**src/rtl/hpoes_pkg.sv**
```systemverilog
// What this block does
// [RULE_01] bit 7 releases left output short
// [RULE_02] bit 3 releases right output short
// [RULE_03] bit 6 enables left output stage
// [RULE_04] bit 2 enables right output stage
// [RULE_05] bit 5 enables left intermediate stage
// [RULE_06] bit 1 enables right intermediate stage
// [RULE_07] bit 4 enables left input stage
// [RULE_08] bit 0 enables right input stage
// [RULE_09] software sets left input stage first
// [RULE_10] software sets right input stage first
// [RULE_11] left intermediate at least 20us after input
// [RULE_12] right intermediate at least 20us after input
// [RULE_13] intermediate after path setup, before offset cancel
// [RULE_14] output stage after offset cancel scheduled
// [RULE_15] left short release is last step
// [RULE_16] right short release is last step
// [RULE_17] all eight controls in register 5Ah
// [RULE_18] reset clears all bits, writes only change
`default_nettype none
package hpoes_pkg;
  // register map, byte addresses (index times four)
  localparam logic [7:0]  HPOES_IDX_CTRL   = 8'h5a;
  localparam logic [9:0]  HPOES_ADDR_CTRL  = {HPOES_IDX_CTRL, 2'b00};
  localparam logic [9:0]  HPOES_ADDR_STAT  = 10'h0_16c; // sequence status
  localparam logic [7:0]  HPOES_CTRL_RST   = 8'h00;
  // control bit positions
  localparam int HPOES_B_L_SHORT  = 7;
  localparam int HPOES_B_L_FINAL  = 6;
  localparam int HPOES_B_L_MIDDLE = 5;
  localparam int HPOES_B_L_FIRST  = 4;
  localparam int HPOES_B_R_SHORT  = 3;
  localparam int HPOES_B_R_FINAL  = 2;
  localparam int HPOES_B_R_MIDDLE = 1;
  localparam int HPOES_B_R_FIRST  = 0;
  // input stage settle time before intermediate stage
  localparam int HPOES_SETTLE_NS  = 20000;
  localparam int HPOES_CLK_NS     = 10;
  localparam int HPOES_SETTLE_CYC =
    (HPOES_SETTLE_NS + HPOES_CLK_NS - 1) / HPOES_CLK_NS;
  localparam logic [11:0] HPOES_SETTLE_MAX = 12'(HPOES_SETTLE_CYC);
  localparam logic [1:0]  HPOES_RESP_OKAY  = 2'h0;
  localparam logic [1:0]  HPOES_RESP_SLVERR = 2'h2;
endpackage : hpoes_pkg
`default_nettype wire

```
**src/rtl/hpoes_chan_mon.sv**
```systemverilog
`default_nettype none
// per-channel order watcher: flags writes that break the bring-up order
module hpoes_chan_mon (
  // clock and reset
  input  wire logic       clk_in,
  input  wire logic       rst_b_in,
  // channel nibble: short, final, middle, first
  input  wire logic [3:0] nib_in,
  // status
  output logic            settled_out,
  output logic            order_err_out
);
  import hpoes_pkg::*;
  logic [11:0] cnt_r, cnt_nxt;      // settle counter since first stage on
  logic        err_r, err_nxt;      // sticky order fault
  logic [3:0]  prev_r;              // nibble one cycle ago

  // settle timer restarts whenever input stage drops
  always_comb begin
    cnt_nxt = cnt_r;
    if (!nib_in[0]) begin
      cnt_nxt = 12'h000;
    end else if (cnt_r != HPOES_SETTLE_MAX) begin
      cnt_nxt = cnt_r + 12'h001;
    end
    // a later stage rising out of order is only noted, never blocked:
    // software owns the order, hardware just reports it
    err_nxt = err_r;
    if (nib_in[1] && !prev_r[1] && cnt_r != HPOES_SETTLE_MAX) begin
      err_nxt = 1'b1; // [RULE_11] [RULE_12]
    end
    if (nib_in[3] && !prev_r[3] && !nib_in[2]) begin
      err_nxt = 1'b1; // [RULE_15] [RULE_16]
    end
    if (nib_in[2] && !prev_r[2] && !nib_in[1]) begin
      err_nxt = 1'b1; // [RULE_14]
    end
  end

  // register stage
  always_ff @(posedge clk_in or negedge rst_b_in) begin
    if (!rst_b_in) begin
      cnt_r  <= 12'h000;
      err_r  <= 1'b0;
      prev_r <= 4'h0;
    end else begin
      cnt_r  <= cnt_nxt;
      err_r  <= err_nxt;
      prev_r <= nib_in;
    end
  end

  assign settled_out   = (cnt_r == HPOES_SETTLE_MAX);
  assign order_err_out = err_r;

  // a fault stays up until reset so software cannot miss it
  a_fault_sticky: assert property ( // [RULE_14]
    @(posedge clk_in) disable iff (!rst_b_in)
    order_err_out |=> order_err_out)
    else $error("order fault dropped");
  // dropping the input stage restarts the settle wait
  a_settle_restart: assert property ( // [RULE_11] [RULE_12]
    @(posedge clk_in) disable iff (!rst_b_in)
    !nib_in[0] |=> !settled_out)
    else $error("settle wait not restarted");
endmodule : hpoes_chan_mon
`default_nettype wire

```
**src/rtl/hpoes_top.sv**
```systemverilog
`default_nettype none
// headphone stage control register behind an axi4-lite slave
module hpoes_top (
  // clock and reset
  input  wire logic       clk_in,
  input  wire logic       rst_b_in,
  // axi4-lite write address
  input  wire logic [9:0] s_awaddr_in,
  input  wire logic       s_awvalid_in,
  output logic            s_awready_out,
  // axi4-lite write data
  input  wire logic [31:0] s_wdata_in,
  input  wire logic [3:0]  s_wstrb_in,
  input  wire logic        s_wvalid_in,
  output logic             s_wready_out,
  // axi4-lite write response
  output logic [1:0]       s_bresp_out,
  output logic             s_bvalid_out,
  input  wire logic        s_bready_in,
  // axi4-lite read address
  input  wire logic [9:0]  s_araddr_in,
  input  wire logic        s_arvalid_in,
  output logic             s_arready_out,
  // axi4-lite read data
  output logic [31:0]      s_rdata_out,
  output logic [1:0]       s_rresp_out,
  output logic             s_rvalid_out,
  input  wire logic        s_rready_in,
  // analogue stage controls
  output logic             left_short_release_out,
  output logic             left_final_stage_on_out,
  output logic             left_middle_stage_on_out,
  output logic             left_first_stage_on_out,
  output logic             right_short_release_out,
  output logic             right_final_stage_on_out,
  output logic             right_middle_stage_on_out,
  output logic             right_first_stage_on_out
);
  import hpoes_pkg::*;

  logic [7:0] ctrl_r, ctrl_nxt;           // stage control register
  logic       aw_hold_r, aw_hold_nxt;     // write address captured
  logic       w_hold_r, w_hold_nxt;       // write data captured
  logic [9:0] awaddr_r, awaddr_nxt;       // captured write address
  logic [7:0] wdata_r, wdata_nxt;         // captured low byte
  logic       wstrb_r, wstrb_nxt;         // low lane strobe
  logic       bvalid_r, bvalid_nxt;       // write response pending
  logic [1:0] bresp_r, bresp_nxt;         // write response code
  logic       rvalid_r, rvalid_nxt;       // read data pending
  logic [1:0] rresp_r, rresp_nxt;         // read response code
  logic [31:0] rdata_r, rdata_nxt;        // read data
  logic       awready_r, awready_nxt;     // write address ready
  logic       wready_r, wready_nxt;       // write data ready
  logic       arready_r, arready_nxt;     // read address ready
  logic       ctrl_we;                    // control word written now
  logic       l_set, r_set, l_err, r_err; // channel monitor status

  // map decode, shared by both paths
  function automatic logic hpoes_mapped(input logic [9:0] a);
    hpoes_mapped = (a == HPOES_ADDR_CTRL) || (a == HPOES_ADDR_STAT);
  endfunction : hpoes_mapped

  // one watcher per channel, left nibble high, right nibble low
  hpoes_chan_mon u_left (
    .clk_in        (clk_in),
    .rst_b_in      (rst_b_in),
    .nib_in        (ctrl_r[7:4]),
    .settled_out   (l_set),
    .order_err_out (l_err)
  );
  hpoes_chan_mon u_right (
    .clk_in        (clk_in),
    .rst_b_in      (rst_b_in),
    .nib_in        (ctrl_r[3:0]),
    .settled_out   (r_set),
    .order_err_out (r_err)
  );

  // write path: address and data in either order, then response
  always_comb begin
    aw_hold_nxt = aw_hold_r;
    w_hold_nxt  = w_hold_r;
    awaddr_nxt  = awaddr_r;
    wdata_nxt   = wdata_r;
    wstrb_nxt   = wstrb_r;
    bvalid_nxt  = bvalid_r;
    bresp_nxt   = bresp_r;
    ctrl_nxt    = ctrl_r;
    ctrl_we     = aw_hold_r && w_hold_r && (awaddr_r == HPOES_ADDR_CTRL)
                  && wstrb_r;
    if (s_awvalid_in && !aw_hold_r && !bvalid_r) begin
      aw_hold_nxt = 1'b1;
      awaddr_nxt  = s_awaddr_in;
    end
    if (s_wvalid_in && !w_hold_r && !bvalid_r) begin
      w_hold_nxt = 1'b1;
      wdata_nxt  = s_wdata_in[7:0];
      wstrb_nxt  = s_wstrb_in[0];
    end
    if (aw_hold_r && w_hold_r) begin
      aw_hold_nxt = 1'b0;
      w_hold_nxt  = 1'b0;
      bvalid_nxt  = 1'b1;
      bresp_nxt   = hpoes_mapped(awaddr_r) ? HPOES_RESP_OKAY
                                          : HPOES_RESP_SLVERR;
      // only a write to the control word changes the stages
      if (ctrl_we) begin
        ctrl_nxt = wdata_r; // [RULE_17] [RULE_18]
      end
    end
    if (bvalid_r && s_bready_in) begin
      bvalid_nxt = 1'b0;
    end
    // readies come from flops so the master sees a clean level
    awready_nxt = !aw_hold_nxt && !bvalid_nxt;
    wready_nxt  = !w_hold_nxt && !bvalid_nxt;
  end

  // read path: one cycle after address, held until rready
  always_comb begin
    rvalid_nxt = rvalid_r;
    rresp_nxt  = rresp_r;
    rdata_nxt  = rdata_r;
    if (s_arvalid_in && !rvalid_r) begin
      rvalid_nxt = 1'b1;
      rresp_nxt  = hpoes_mapped(s_araddr_in) ? HPOES_RESP_OKAY
                                             : HPOES_RESP_SLVERR;
      if (s_araddr_in == HPOES_ADDR_CTRL) begin
        rdata_nxt = {24'h00_0000, ctrl_r};
      end else if (s_araddr_in == HPOES_ADDR_STAT) begin
        rdata_nxt = {28'h000_0000, r_err, l_err, r_set, l_set};
      end else begin
        rdata_nxt = 32'h0000_0000;
      end
    end else if (rvalid_r && s_rready_in) begin
      rvalid_nxt = 1'b0;
    end
    // one read at a time: no new address while data waits
    arready_nxt = !rvalid_nxt;
  end

  // state registers; reset leaves both outputs shorted and off
  always_ff @(posedge clk_in or negedge rst_b_in) begin
    if (!rst_b_in) begin
      ctrl_r    <= HPOES_CTRL_RST; // [RULE_18]
      aw_hold_r <= 1'b0;
      w_hold_r  <= 1'b0;
      awaddr_r  <= 10'h000;
      wdata_r   <= 8'h00;
      wstrb_r   <= 1'b0;
      bvalid_r  <= 1'b0;
      bresp_r   <= 2'h0;
      rvalid_r  <= 1'b0;
      rresp_r   <= 2'h0;
      rdata_r   <= 32'h0000_0000;
      awready_r <= 1'b1;
      wready_r  <= 1'b1;
      arready_r <= 1'b1;
    end else begin
      ctrl_r    <= ctrl_nxt;
      aw_hold_r <= aw_hold_nxt;
      w_hold_r  <= w_hold_nxt;
      awaddr_r  <= awaddr_nxt;
      wdata_r   <= wdata_nxt;
      wstrb_r   <= wstrb_nxt;
      bvalid_r  <= bvalid_nxt;
      bresp_r   <= bresp_nxt;
      rvalid_r  <= rvalid_nxt;
      rresp_r   <= rresp_nxt;
      rdata_r   <= rdata_nxt;
      awready_r <= awready_nxt;
      wready_r  <= wready_nxt;
      arready_r <= arready_nxt;
    end
  end

  // bus handshakes straight from flops
  assign s_awready_out = awready_r;
  assign s_wready_out  = wready_r;
  assign s_bvalid_out  = bvalid_r;
  assign s_bresp_out   = bresp_r;
  assign s_arready_out = arready_r;
  assign s_rvalid_out  = rvalid_r;
  assign s_rresp_out   = rresp_r;
  assign s_rdata_out   = rdata_r;

  // stage controls, each a bit of the control flop
  assign left_short_release_out    = ctrl_r[HPOES_B_L_SHORT];  // [RULE_01]
  assign right_short_release_out   = ctrl_r[HPOES_B_R_SHORT];  // [RULE_02]
  assign left_final_stage_on_out   = ctrl_r[HPOES_B_L_FINAL];  // [RULE_03]
  assign right_final_stage_on_out  = ctrl_r[HPOES_B_R_FINAL];  // [RULE_04]
  assign left_middle_stage_on_out  = ctrl_r[HPOES_B_L_MIDDLE]; // [RULE_05]
  assign right_middle_stage_on_out = ctrl_r[HPOES_B_R_MIDDLE]; // [RULE_06]
  assign left_first_stage_on_out   = ctrl_r[HPOES_B_L_FIRST];  // [RULE_07]
  assign right_first_stage_on_out  = ctrl_r[HPOES_B_R_FIRST];  // [RULE_08]

  // a control write is stored at the edge that sees both halves held
  a_ctrl_write: assert property ( // [RULE_17]
    @(posedge clk_in) disable iff (!rst_b_in)
    ctrl_we |=> (ctrl_r == $past(wdata_r)))
    else $error("control write not stored");
  // only a control write moves the stages, so a stray or unmapped
  // access can never pop an output
  a_ctrl_stable: assert property ( // [RULE_18]
    @(posedge clk_in) disable iff (!rst_b_in)
    !ctrl_we |=> $stable(ctrl_r))
    else $error("control changed without a write");
  // each pin follows its own bit of the written byte
  a_left_short: assert property ( // [RULE_01]
    @(posedge clk_in) disable iff (!rst_b_in)
    ctrl_we |=> (left_short_release_out == $past(wdata_r[7])))
    else $error("left short pin wrong");
  a_right_short: assert property ( // [RULE_02]
    @(posedge clk_in) disable iff (!rst_b_in)
    ctrl_we |=> (right_short_release_out == $past(wdata_r[3])))
    else $error("right short pin wrong");
  a_left_final: assert property ( // [RULE_03]
    @(posedge clk_in) disable iff (!rst_b_in)
    ctrl_we |=> (left_final_stage_on_out == $past(wdata_r[6])))
    else $error("left final pin wrong");
  a_right_final: assert property ( // [RULE_04]
    @(posedge clk_in) disable iff (!rst_b_in)
    ctrl_we |=> (right_final_stage_on_out == $past(wdata_r[2])))
    else $error("right final pin wrong");
  a_left_middle: assert property ( // [RULE_05]
    @(posedge clk_in) disable iff (!rst_b_in)
    ctrl_we |=> (left_middle_stage_on_out == $past(wdata_r[5])))
    else $error("left middle pin wrong");
  a_right_middle: assert property ( // [RULE_06]
    @(posedge clk_in) disable iff (!rst_b_in)
    ctrl_we |=> (right_middle_stage_on_out == $past(wdata_r[1])))
    else $error("right middle pin wrong");
  a_left_first: assert property ( // [RULE_07]
    @(posedge clk_in) disable iff (!rst_b_in)
    ctrl_we |=> (left_first_stage_on_out == $past(wdata_r[4])))
    else $error("left first pin wrong");
  a_right_first: assert property ( // [RULE_08]
    @(posedge clk_in) disable iff (!rst_b_in)
    ctrl_we |=> (right_first_stage_on_out == $past(wdata_r[0])))
    else $error("right first pin wrong");
endmodule : hpoes_top
`default_nettype wire

```
**config.mk**
```make
export PLATFORM = sky130hd
export DESIGN_NAME = hpoes_top
export DESIGN_NICKNAME = d
export VERILOG_FILES = /design/src/rtl/hpoes_pkg.sv /design/src/rtl/hpoes_chan_mon.sv /design/src/rtl/hpoes_top.sv
export SDC_FILE = /design/constraint.sdc
export NUM_CORES = 1
export LEC_CHECK = 0
export BUFFER_PORTS_ARGS = -buffer_cell sky130_fd_sc_hd__buf_4
export CORE_UTILIZATION = 55
export CTS_CLUSTER_DIAMETER = 60
export DETAILED_ROUTE_END_ITERATION = 10
export GPL_ROUTABILITY_DRIVEN = 0
export PLACE_DENSITY = 0.95
export SKIP_CTS_REPAIR_TIMING = 1
export SLEW_MARGIN = 20
export SYNTH_ARGS = -nofsm -noshare
export SYNTH_HDL_FRONTEND = slang
export SYNTH_SLANG_ARGS = --single-unit
```
**constraint.sdc**
```tcl
create_clock -name clk_in -period 3.1 [get_ports clk_in]
set_input_delay 0.155 -clock clk_in [delete_from_list [all_inputs] [get_ports clk_in]]
set_output_delay 0.155 -clock clk_in [all_outputs]
set_load 0.05 [all_outputs]
```
# After elaboration in Yosys (flattened, before gate mapping)
# Cells that the tools add are included.
# W data, S select, Z words.
# word_totals
register_bits	104
latch_bits	0
ram_bits	0
mem_bits_ro	0
output_inout_bits	49
elab_cells	101
n_memories	0
# op_classes
add_sub_neg	2
multipliers	0
div_mod_pow	0
order_cmp	0
eq_ne	10
n_shift	0
muxes	22
bitwise	0
reduce_logical	47
# op_table
operator	count
$mux W12	4
$eq A10 B9 Y1 const B	4
$add A12 B1 Y12 const B	2
$eq A12 B11 Y1 const B	2
$logic_and A1 B1 Y1	24
$ne A12 B11 Y1 const B	2
$logic_not A1 Y1	18
$mux W1	14
$mux W8	1
$reduce_bool A3 Y1	2
$mux W2	2
$mux W4	1
$ne A2 B1 Y1 const B	2
$logic_or A1 B1 Y1	2
$reduce_and A2 Y1	1

# Depth between registers and ports, before layout
# Gate-level depths: netlist (run 1).
# depth
word_depth	7
depth_mapped	5
depth_no_buf	5

# Modules after synthesis
# From an unflattened synthesis (run 1), not the netlist that was laid out.
# hier_totals
cells_unflattened	305
area_unflattened_um2	3513.4
# modules_own_cells
module	instances	cells_each	area_per_inst_um2	seq_area_each_um2
hpoes_top	1	153	1969.4	1104.8
hpoes_chan_mon	2	76	772.0	400.4

# Worst setup path before layout (run 1)
# No wires, ideal clock.
# synth_path
path_kind	reg-to-reg
startpoint	register u_left.cnt_r[0]
endpoint	register rdata_r[0], in the netlist s_rdata_out[0]
setup_ns	0.087
arrival_time_ns	1.666
t_required_ns	3.013
slack_ns	1.347
path_stages_with_launch	6
synth_period_minus_slack_ns	1.753
cell_sequence	dfrtp_1 > inv_1 > ha_1 > or4b_4 > or4_1 > a22oi_1
# synth_between
elab_chain_len	3
# synth_rtl
element	line_no	text
start: declaration	hpoes_chan_mon.sv:14	logic [11:0] cnt_r, cnt_nxt;
start signal: assignment	hpoes_chan_mon.sv:47	cnt_r <= cnt_nxt;
$eq A12 B11 Y1	hpoes_chan_mon.sv:53	assign settled_out = (cnt_r == HPOES_SETTLE_MAX);
$mux W4	hpoes_top.sv:130	end else if (s_araddr_in == HPOES_ADDR_STAT) begin
$mux W8	hpoes_top.sv:128	if (s_araddr_in == HPOES_ADDR_CTRL) begin
end signal: assignment	hpoes_top.sv:170	rdata_r <= rdata_nxt;
end: declaration	hpoes_top.sv:51	logic [31:0] rdata_r, rdata_nxt;
# Every way passes these cells.
# A chain may end at the register's enable or synchronous reset.

# Final worst setup path (run 1)
# Same ends and word-level chain as after synthesis.

==> impl_metrics.csv, run 1 <==
group,metric,value,unit
cts,cts_sinks,76,
global_route,grt_pass1_vias,2519,
timing,fmax,0.512,GHz
global_route,grt_pass1_wl,11400,um
power,peakVddDrop,0.000601,V
synth,synthCells,313,
die,rows,28,
power,swShare,30.7,%
timing,report.final.hold_viol_count,73,
synth,yosys-mux-area-fraction,11.1,%
drt,dr.pass1.iters,4,
cts,cts_tree,"built",
job,maxCapViolCount,0,
setup_path,end_kind,"flip-flop",
layout,drive_gt1_share,28.6,%
power,fin_total_pwr,0.00267,W
setup_path,slowest_delay,0.49,ns
cts,htreeDepth,3,
synth,ys_ff_latch,76,
setup_path,arrival,2.19,ns
layout,fillers,454,
setup_path,cpMaxStageDelayCell,"or4b_4",
setup_path,crit_type,"reg2reg",
cts,numCtsBuffers,9,
die,dieWidth,82.4,um
timing,drv_slew,0,
layout,area_delta_synth_final,17.2,%
setup_path,cp_cell_sequence,"inv_1 > ha_1 > or4b_4 > or4_1 > a22oi_1",
drt,vias,2560,
synth,syn_avg_cell_area,11.3,um2
placement,place.port_buffers,58,
die,pin_count,112,
die,initial_core_util,58.6,%
global_route,antenna_found_initial,0,
timing,holdWs,-0.0544,ns
run_status,violations,"hold timing",
global_route,grt.total_usage,23.0,%
synth,yosys_warnings,0,
layout,seq_area,1910,um2
die,die-area,6780,um2
drt,drt.antenna.violating_nets,0,
cts,clockRootBuffer,"clkbuf_8",
die,fp.dieH,82.4,um
power,leakage,1.83,nW
global_route,grt_max_degree,77,
drt,via_per_inst,5.61,
synth,syn_area,3550,um2
timing,setup_tns,0,ns
run_status,status,"complete, but fails checks",
timing,clock_skew,0.00839,ns
setup_path,worst_ep_required_time,3.34,ns
power,intPower,0.00185,W
timing,relSlewSlack,39.5,%
synth,synth_compound_area_share,7.61,%
layout,antenna_cells,0,
power,power_frac_comb,24.1,%
placement,detailed_place_hpwl,5060,um
drt,post-route-drc-count,0,
synth,synth_xor_area_share,0.987,%
power,p_seq_share,48.8,%
layout,mostFrequentLayoutCells,"dfrtp_1 (73), buf_4 (60), nand2_1 (29)",
layout,final_nets,443,
synth,seq_area_frac_synth,53.7,%
synth,synth_top_family_by_area,"simple AND/OR/NAND/NOR gates",
placement,pre_cts_ws,1.12,ns
cts,insertion_delay,0.34,ns
synth,synthSimpleGateAreaFrac,17.5,%
setup_path,worstSetupStartpointType,"flip-flop",
drt,post_drt_wl_per_cell,15.3,um
layout,multi_input_area,1470,um2
timing,rsz0062_at_grt,"false",
timing,fin_crit_sh,62.9,%
timing,finalSetupViolations,0,
cts,clockBufferDepth,2,
die,core,6060,um2
global_route,grt-ovfl-total,0,
power,powerDensity,643,nW/um2
timing,setup_ws,1.15,ns
synth,synth.distinct_cells,43,
power,clkPwrFrac,27.1,%
cts,clk_pin_slew,0.08,ns
drt,dr.first_iter.drc_count,164,
drt,routed_wl,6990,um
power,switching_power,0.000822,W
min_path,hp-class,"in2async",
layout,mostFrequentLayoutCell,"dfrtp_1",
timing,fin_crit,1.95,ns
synth,synth_fa_ha_area_share,1.41,%
setup_path,cp_max_fo,6,
timing,tightest_slew,0.907,ns
-- sequential cells by signal, indices dropped and copies added, names as in the netlist --
| register | count |
|---|---|
| u_right.prev_r | 3 |
| s_rdata_out | 8 |
| wdata_r | 8 |
| u_left.prev_r | 3 |
| wstrb_r | 1 |
| u_right.order_err_out | 1 |
| s_arready_out | 1 |
| w_hold_r | 1 |
| s_rresp_out | 1 |
| s_wready_out | 1 |
| ctrl_r | 8 |
| aw_hold_r | 1 |
| s_rvalid_out | 1 |
| u_left.cnt_r | 12 |
| s_awready_out | 1 |
| s_bvalid_out | 1 |
| u_left.order_err_out | 1 |
| s_bresp_out | 1 |
| u_right.cnt_r | 12 |
| awaddr_r | 10 |
-- cells by family (layout without fill, tap and decap cells) --
logic type	after synthesis	after routing
and+or+nand+nor	101	101
DFF	76	76
buffers and inverters	46	89
AOI/OAI and AO/OA	45	45
muxes	36	36
adders and majority gates	4	4
xor gates and xnor gates	4	4
other	1	26
-- critical path: cells and delay by family, from the launching register on --
family / cells / cell delay (ns)
AO/OA/AOI/OAI: 1 / 0.19
adder cells (fa/ha/maj): 1 / 0.15
buffers and inverters: 1 / 0.10
flip-flops: 1 / 0.43
AND/OR/NAND/NOR: 2 / 0.98
-- cell usage after synthesis --
cell | count | share of area, %
dfrtp_1 | 73 | 51
nand2_1 | 29 | 3.1
mux2_2 | 27 | 8.6
buf_4 | 26 | 5.5
o21ai_0 | 15 | 2.1
a21oi_1 | 13 | 1.8
nand2b_1 | 11 | 1.9
inv_1 | 10 | 1.1
nand3_1 | 10 | 1.4
mux2i_1 | 9 | 2.5
nor2_1 | 9 | 0.95
clkbuf_1 | 7 | 0.74
or4_1 | 7 | 1.5
o31ai_1 | 6 | 1.3
or3_1 | 6 | 1.1
nand4_1 | 5 | 0.88
nor3b_1 | 5 | 1.1
ha_1 | 4 | 1.4
nand3b_1 | 4 | 0.85
xor2_1 | 4 | 0.99
dfstp_2 | 3 | 2.2
nor4_4 | 3 | 1.8
a211oi_1 | 2 | 0.42
a22oi_1 | 2 | 0.42
clkinv_1 | 2 | 0.21
nor4_1 | 2 | 0.35
nor4bb_1 | 2 | 0.56
or4b_4 | 2 | 0.78
a21boi_0 | 1 | 0.21
a21o_1 | 1 | 0.21
a2bb2oi_1 | 1 | 0.25
buf_1 | 1 | 0.11
conb_1 | 1 | 0.11
nand4b_1 | 1 | 0.25
nand4bb_1 | 1 | 0.32
nor2b_1 | 1 | 0.18
nor3_1 | 1 | 0.14
o21bai_1 | 1 | 0.21
o22ai_1 | 1 | 0.18
o311ai_0 | 1 | 0.25
o41ai_1 | 1 | 0.25
or3_2 | 1 | 0.21
or3b_2 | 1 | 0.25
-- power groups by stage --
stage | Sequential, W | Combinational, W | Clock (W)
after floorplan | 0.00140 | 0.000387 | 0
after global placement | 0.00130 | 0.000619 | 0
after global routing | 0.00132 | 0.000688 | 0.000779
final | 0.00130 | 0.000644 | 0.000726
after CTS | 0.00130 | 0.000649 | 0.000736
after detailed placement | 0.00131 | 0.000648 | 0
-- final cells by class --
cell class | count | area share (%)
clock buffer | 14 | 3.67
clock inverter | 2 | 0.842
inverter | 12 | 1.08
multi-input combinational | 216 | 35.3
sequential | 76 | 45.8
tap | 75 | 2.25
timing repair buffer | 61 | 11.1
-- per-layer routing --
metal  track usage, %  wire length, um  up-vias
li1                 -                -     1179
met5                0                0        -
met1             26.6             2820     1265
met3             6.04              470       12
met4             9.65               99        0
met2             40.2             3600      104
-- final timing paths --
check,startpoint,endpoint,slack [ns],cells past startpoint
min in group clk_in,s_wdata_in[4],wdata_r[4],0.05,2
setup / recovery,u_left.cnt_r[0],s_rdata_out[0],1.15,5
max in group asynchronous,rst_b_in,u_right.cnt_r[7],2.57,1
setup reg to reg,u_left.cnt_r[0],s_rdata_out[0],1.15,5
hold reg to reg,ctrl_r[7],u_left.prev_r[3],0.47,0
hold / removal,rst_b_in,u_right.cnt_r[11],-0.05,1
-- through the flow --
step | cells | cell area, um2 | util, %
floorplan | 338 | 3640 | -
global placement | 439 | 3960 | 65.4
detailed placement | 439 | 3960 | 65.4
CTS | 455 | 4150 | 68.5
global route | 456 | 4160 | 68.7
finish | 456 | 4160 | 68.7
Note: power is estimated with default switching activity, not from simulation.
==> run 2, diff against run 1 <==
--- a/config.mk
+++ b/config.mk
@@ -5,12 +5,13 @@
 export SDC_FILE = /design/constraint.sdc
 export NUM_CORES = 1
 export LEC_CHECK = 0
+export ABC_AREA = 1
 export BUFFER_PORTS_ARGS = -buffer_cell sky130_fd_sc_hd__buf_4
-export CORE_UTILIZATION = 55
+export CORE_UTILIZATION = 51
 export CTS_CLUSTER_DIAMETER = 60
 export DETAILED_ROUTE_END_ITERATION = 10
 export GPL_ROUTABILITY_DRIVEN = 0
-export PLACE_DENSITY = 0.95
+export PLACE_DENSITY = 0.91
 export SKIP_CTS_REPAIR_TIMING = 1
 export SLEW_MARGIN = 20
 export SYNTH_ARGS = -nofsm -noshare
==> constraint.sdc (replaced) <==
create_clock -name clk_in -period 2 [get_ports clk_in]
set_input_delay 0.1 -clock clk_in [delete_from_list [all_inputs] [get_ports clk_in]]
set_output_delay 0.1 -clock clk_in [all_outputs]
set_load 0.05 [all_outputs]
==> run 2 against run 1 <==
  * The flow still finishes with violations (hold timing)
  * Global-route usage fell by 3.4 points
  * Synthesized cell count rose by 36%
  * Core utilization fell by 2.9 points
  * Non-clock buffer count rose by 18
  * Count of clock-buffer cells in the layout fell by 3
  * Sequential share of layout area fell by 3.2 points
  * First-iteration DRC count rose by 16%
  * Cell count rose by 34%
  * Cell area rose by 7.4%
  * Sequential power rose by 49%
  * Maximum frequency rose by 28%
  * Die area rose by 9.0%
==> impl_metrics.csv, run 2 <==
group,metric,value,unit
power,swShare,31.5,%
timing,drv_slew,0,
synth,seq_area_frac_synth,53.0,%
power,leakage,2.24,nW
layout,antenna_cells,0,
die,initial_core_util,52.9,%
setup_path,crit_type,"reg2reg",
setup_path,worstSetupStartpointType,"flip-flop",
placement,postPlaceCellArea,4060,um2
layout,final_nets,578,
cts,cts_tree,"built",
cts,htreeDepth,3,
drt,via_per_inst,4.81,
global_route,grt_pass1_wl,11400,um
synth,async_flop_share,100,%
timing,fin_crit_sh,76.1,%
job,maxCapViolCount,0,
die,fp.dieH,86.0,um
drt,post-route-drc-count,0,
setup_path,end_kind,"flip-flop",
layout,mostFrequentLayoutCell,"nand2_1",
drt,vias,2944,
placement,pre_cts_ws,0.464,ns
setup_path,r2r_end,"u_left.cnt_r[0]",
die,pin_count,112,
timing,setup_tns,0,ns
run_status,violations,"hold timing",
cts,clockBufferDepth,2,
timing,tightest_slew,0.525,ns
die,die-area,7390,um2
timing,clock_skew,0.00953,ns
run_status,status,"complete, but fails checks",
drt,dr.pass1.iters,4,
die,dieWidth,86.0,um
synth,synth.distinct_cells,32,
power,switching_power,0.00132,W
placement,dp.cells,578,
placement,detailed_place_hpwl,4950,um
synth,yosys_warnings,0,
global_route,antenna_found_initial,0,
synth,synthCells,427,
timing,fin_crit,1.52,ns
synth,synthTopCellsByCount,"nand2_1 (115), dfrtp_1 (73), inv_1 (56)",
min_path,whs_path_depth,3,
timing,holdWs,-0.0285,ns
synth,syn_area,3600,um2
cts,insertion_delay,0.34,ns
die,core,6790,um2
power,power_frac_comb,21.9,%
synth,ys_ff_latch,76,
setup_path,r2r_cells,9,
setup_path,r2r_start,"u_left.cnt_r[0]",
synth,synth_top_area_share,50.8,%
synth,yosysMostFrequentCell,"nand2_1",
setup_path,arrival,1.75,ns
layout,drive_gt1_share,19.6,%
power,powerDensity,937,nW/um2
layout,design_area,4470,um2
min_path,min-delay-start,"s_wdata_in[5]",
drt,post_drt_wl_per_cell,11.7,um
synth,yosysTopAreaCell,"dfrtp_1",
cts,cts_sinks,76,
timing,setup_ws,0.479,ns
cts,numCtsBuffers,9,
placement,place.port_buffers,58,
layout,mostFrequentLayoutCells,"nand2_1 (115), dfrtp_1 (73), buf_4 (60)",
layout,fin_cells,612,
power,peakVddDrop,0.000750,V
synth,synth-main-ff-cell,"dfrtp_1",
min_path,hp-class,"in2reg",
global_route,grt-ovfl-total,0,
drt,dr.first_iter.drc_count,190,
global_route,grt.total_usage,19.5,%
synth,syn_avg_cell_area,8.42,um2
timing,fmax,0.657,GHz
power,intPower,0.00287,W
setup_path,cp_max_fo,4,
power,p_seq_share,46.2,%
setup_path,worst_ep_required_time,2.23,ns
synth,synth_edf_count,0,
global_route,grt_max_degree,47,
die,rows,30,
drt,routed_wl,7150,um
timing,report.final.hold_viol_count,3,
timing,relSlewSlack,65.0,%
min_path,min_to,"wdata_r[5]",
layout,reg_top3,"u_left.cnt_r: 12 flops, u_right.cnt_r: 12 flops, awaddr_r: 10 flops",
timing,rsz0062_at_grt,"false",
cts,clockRootBuffer,"clkbuf_8",
power,clkPwrFrac,31.9,%
cts,clk_pin_slew,0.08,ns
layout,area_delta_synth_final,24.3,%
timing,finalSetupViolations,0,
drt,drt.antenna.violating_nets,0,
synth,synth.area.top_cells,"dfrtp_1 (51%), nand2_1 (12%), inv_1 (5.8%)",
global_route,grt_pass1_vias,2678,
setup_path,r2r_setup_slack,0.48,ns
-- run 2: changes by cell type in the layout (fill, tap and decap cells not counted), sizes merged, moves of 7 or more --
| cell | before | now |
|---|---|---|
| nand2 | 29 | 119 |
| mux2 | 27 | 0 |
| inv | 10 | 58 |
| nand3 | 10 | 21 |
| nand2b | 11 | 0 |
| dlygate4sd3 | 1 | 18 |
| nor2 | 9 | 41 |
| mux2i | 9 | 1 |
| o21ai | 15 | 39 |
| or4 | 7 | 0 |
| or3 | 7 | 0 |
-- run 2: layer usage --
metal / part of all wire (%) / track usage (%) / up-vias / wire (um)
met3: 4.8 / 4.23 / 10 / 344
met2: 52 / 34.0 / 100 / 3720
li1: - / - / 1452 / -
met5: 0 / 0 / - / 0
met4: 1.2 / 8.18 / 0 / 85
met1: 42 / 23.5 / 1382 / 3000
-- run 2: area by class of cell --
type / count / area (um2)
repair buffers: 79 / 651
fillers: 540 / 2320
multi-input cells: 287 / 1340
well taps: 96 / 120
inverters: 58 / 218
flip-flops and latches: 76 / 1910
clock buffers: 11 / 151
clock inverters: 5 / 82.6
-- run 2: stage by stage --
step | total power, W | utilization (%)
after floorplan | 0.00261 | -
after global placement | 0.00280 | 59.7
after detailed placement | 0.00285 | 59.7
after CTS | 0.00418 | 63.1
after global routing | 0.00442 | 65.8
final | 0.00419 | 65.8
-- run 2: worst max-delay path: stages (launching register included) --
cell and delay [ns]:
dfrtp_1 0.42, inv_1 0.10, ha_1 0.14, inv_1 0.04, nor2_1 0.09, nand2_1 0.05
nor2_1 0.21, nand2_1 0.17, nand3_1 0.12, nand2_1 0.06
-- run 2: worst max path at each step --
stage | from | end | slack [ns] | cells after the start
after CTS | u_left.cnt_r[0] | u_left.cnt_r[0] | 0.45 | 9
after detailed placement | u_left.cnt_r[0] | u_left.cnt_r[0] | 0.46 | 9
final | u_left.cnt_r[0] | u_left.cnt_r[0] | 0.48 | 9
after global routing | u_left.cnt_r[0] | u_left.cnt_r[0] | 0.35 | 10
after global placement | u_left.cnt_r[0] | u_left.cnt_r[2] | 0.56 | 9
after floorplan | s_rvalid_out | s_rresp_out[1] | 0.59 | 5
-- run 2: power by group through the flow --
stage / Combinational, W / Clock, W / Sequential [W]
2_1_floorplan: 0.000542 / 0 / 0.00207
3_3_place_gp: 0.000852 / 0 / 0.00195
3_5_place_dp: 0.000886 / 0 / 0.00196
4_1_cts: 0.000894 / 0.00136 / 0.00193
5_1_grt: 0.00102 / 0.00143 / 0.00196
6_report: 0.000918 / 0.00133 / 0.00194
-- run 2: cells by family (layout without fill, tap and decap cells) --
family | count (synthesis) | in the layout | share of synthesized area (%)
AOI/OAI and AO/OA | 54 | 54 | 8.53
xor gates and xnor gates | 3 | 3 | 0.731
adders and majority gates | 4 | 4 | 1.39
buffers and inverters | 89 | 153 | 12.3
DFF | 76 | 76 | 53.0
muxes | 1 | 1 | 0.278
other | 1 | 26 | 0.104
and+or+nand+nor | 199 | 199 | 23.7
==> run 3, diff against run 2 <==
==> constraint.sdc (replaced) <==
create_clock -name clk_in -period 1.5 [get_ports clk_in]
set_input_delay 0.075 -clock clk_in [delete_from_list [all_inputs] [get_ports clk_in]]
set_output_delay 0.075 -clock clk_in [all_outputs]
set_load 0.05 [all_outputs]
==> run 3 against run 2 <==
  * Combinational power increased by 35%
  * Die area unchanged
  * Core utilization up 0.90 points
  * Clock power grew 22%
  * Clock skew grew 0.0044 ns
  * Critical path type unchanged
  * The run now ends clean
==> impl_metrics.csv, run 3 (same netlist as run 2, synthesis figures left out) <==
group,metric,value,unit
setup_path,worstSetupStartpointType,"flip-flop",
drt,drt.antenna.violating_nets,0,
placement,pre_cts_ws,0.0290,ns
drt,highest_layer,"met4",
timing,fmax,0.716,GHz
layout,drive_gt1_share,21.4,%
power,swShare,33.5,%
layout,fin_cells,620,
drt,dr.pass1.iters,4,
setup_path,arrival,1.64,ns
setup_path,r2r_setup_slack,0.10,ns
drt,routed_wl,7420,um
timing,fin_crit_sh,93.1,%
layout,fin_util,66.7,%
layout,mostFrequentLayoutCells,"nand2_1 (115), dfrtp_1 (72), buf_4 (64)",
drt,post-route-drc-count,0,
power,p_seq_share,47.6,%
die,initial_core_util,52.9,%
timing,clock_skew,0.0139,ns
timing,finalSetupViolations,0,
setup_path,worst_ep_required_time,1.75,ns
die,die-area,7390,um2
die,fp.dieH,86.0,um
layout,seq_area,1910,um2
timing,rsz0062_at_grt,"true",
cts,clockBufferDepth,2,
global_route,grt_pass1_vias,2746,
power,peakVddDrop,0.00119,V
timing,relSlewSlack,66.4,%
drt,wl_met2,3890,um
layout,multi_input_area,1360,um2
drt,dr_wl_met3,439,um
timing,fin_crit,1.40,ns
power,intPower,0.00362,W
layout,final_nets,586,
job,maxCapViolCount,0,
power,switching_power,0.00182,W
setup_path,crit_type,"reg2reg",
setup_path,end_kind,"flip-flop",
drt,vias,2976,
min_path,hp-class,"in2reg",
timing,report.final.hold_viol_count,0,
layout,antenna_cells,0,
setup_path,cp_max_fo,4,
timing,setup_ws,0.103,ns
die,core,6790,um2
timing,tightest_slew,0.504,ns
placement,dp.cells,582,
cts,insertion_delay,0.36,ns
cts,clockRootBuffer,"clkbuf_8",
global_route,grt_pass1_wl,11600,um
timing,drv_slew,0,
layout,mostFrequentLayoutCell,"nand2_1",
placement,detailed_place_hpwl,5070,um
global_route,grt-ovfl-total,0,
drt,wl_met1,2960,um
cts,clk_pin_slew,0.08,ns
global_route,grt_max_degree,34,
layout,fillers,529,
cts,cts_sinks,76,
layout,area_delta_synth_final,26.0,%
power,leakage,2.26,nW
timing,holdWs,0.0135,ns
die,pin_count,112,
power,clkPwrFrac,29.6,%
cts,numCtsBuffers,9,
die,rows,30,
drt,via_per_inst,4.80,
cts,cts_tree,"built",
power,power_frac_comb,22.8,%
placement,place.port_buffers,58,
drt,dr.first_iter.drc_count,161,
run_status,status,"completed",
global_route,antenna_found_initial,0,
layout,reg_top3,"u_left.cnt_r: 12 flops, u_right.cnt_r: 12 flops, awaddr_r: 10 flops",
drt,post_drt_wl_per_cell,12.0,um
die,dieWidth,86.0,um
global_route,grt.total_usage,20.3,%
power,powerDensity,1200,nW/um2
cts,htreeDepth,3,
run 3: path summary, 6_finish.rpt:
path	start	end	cells after the start
worst max-delay path	u_right.cnt_r[0]	u_right.cnt_r[10]	6
worst min-delay path	s_araddr_in[3]	s_rresp_out[1]	4
worst max register to register	u_right.cnt_r[0]	u_right.cnt_r[10]	6
worst min register to register	wstrb_r	wstrb_r	2
max in group asynchronous	rst_b_in	u_right.cnt_r[9]	3
min in group asynchronous	rst_b_in	aw_hold_r	2
run 3: worst max-delay path: stages, from the launching register on:
cell	delay, ns
dfrtp_1	0.42
ha_1	0.22
nand3_1	0.15
nor2_2	0.16
nand3_1	0.12
o21ai_1	0.15
a21oi_1	0.06
run 3: per-stage QoR:
stage	area [um2]	setup TNS [ns]	power (W)
3_5_place_dp	4090	0	0.00380
4_1_cts	4300	0	0.00542
3_3_place_gp	4090	0	0.00373
5_1_grt	4530	-0.100	0.00575
2_1_floorplan	3690	0	0.00348
6_report	4530	0	0.00545
run 3: area by class of cell:
class                           instances  share of cell area, %
Inverter                               58                   4.80
Timing Repair Buffer                   87                   15.9
Clock inverter                          6                   1.57
Clock buffer                           10                   3.04
Multi-Input combinational cell        287                   30.0
Tap cell                               96                   2.65
Sequential cell                        76                   42.1
run 3: layer usage:
layer,track usage (%),vias up
met5,0,-
met3,5.77,14
li1,-,1467
met2,35.1,110
met1,23.3,1385
met4,9.09,0
run 3: power groups by stage:
stage               Clock, W  Sequential, W  Combinational, W
detailed placement         0        0.00262           0.00118
floorplan                  0        0.00276          0.000723
CTS                  0.00164        0.00258           0.00120
finish               0.00162        0.00259           0.00124
global placement           0        0.00259           0.00114
global route         0.00174        0.00263           0.00138
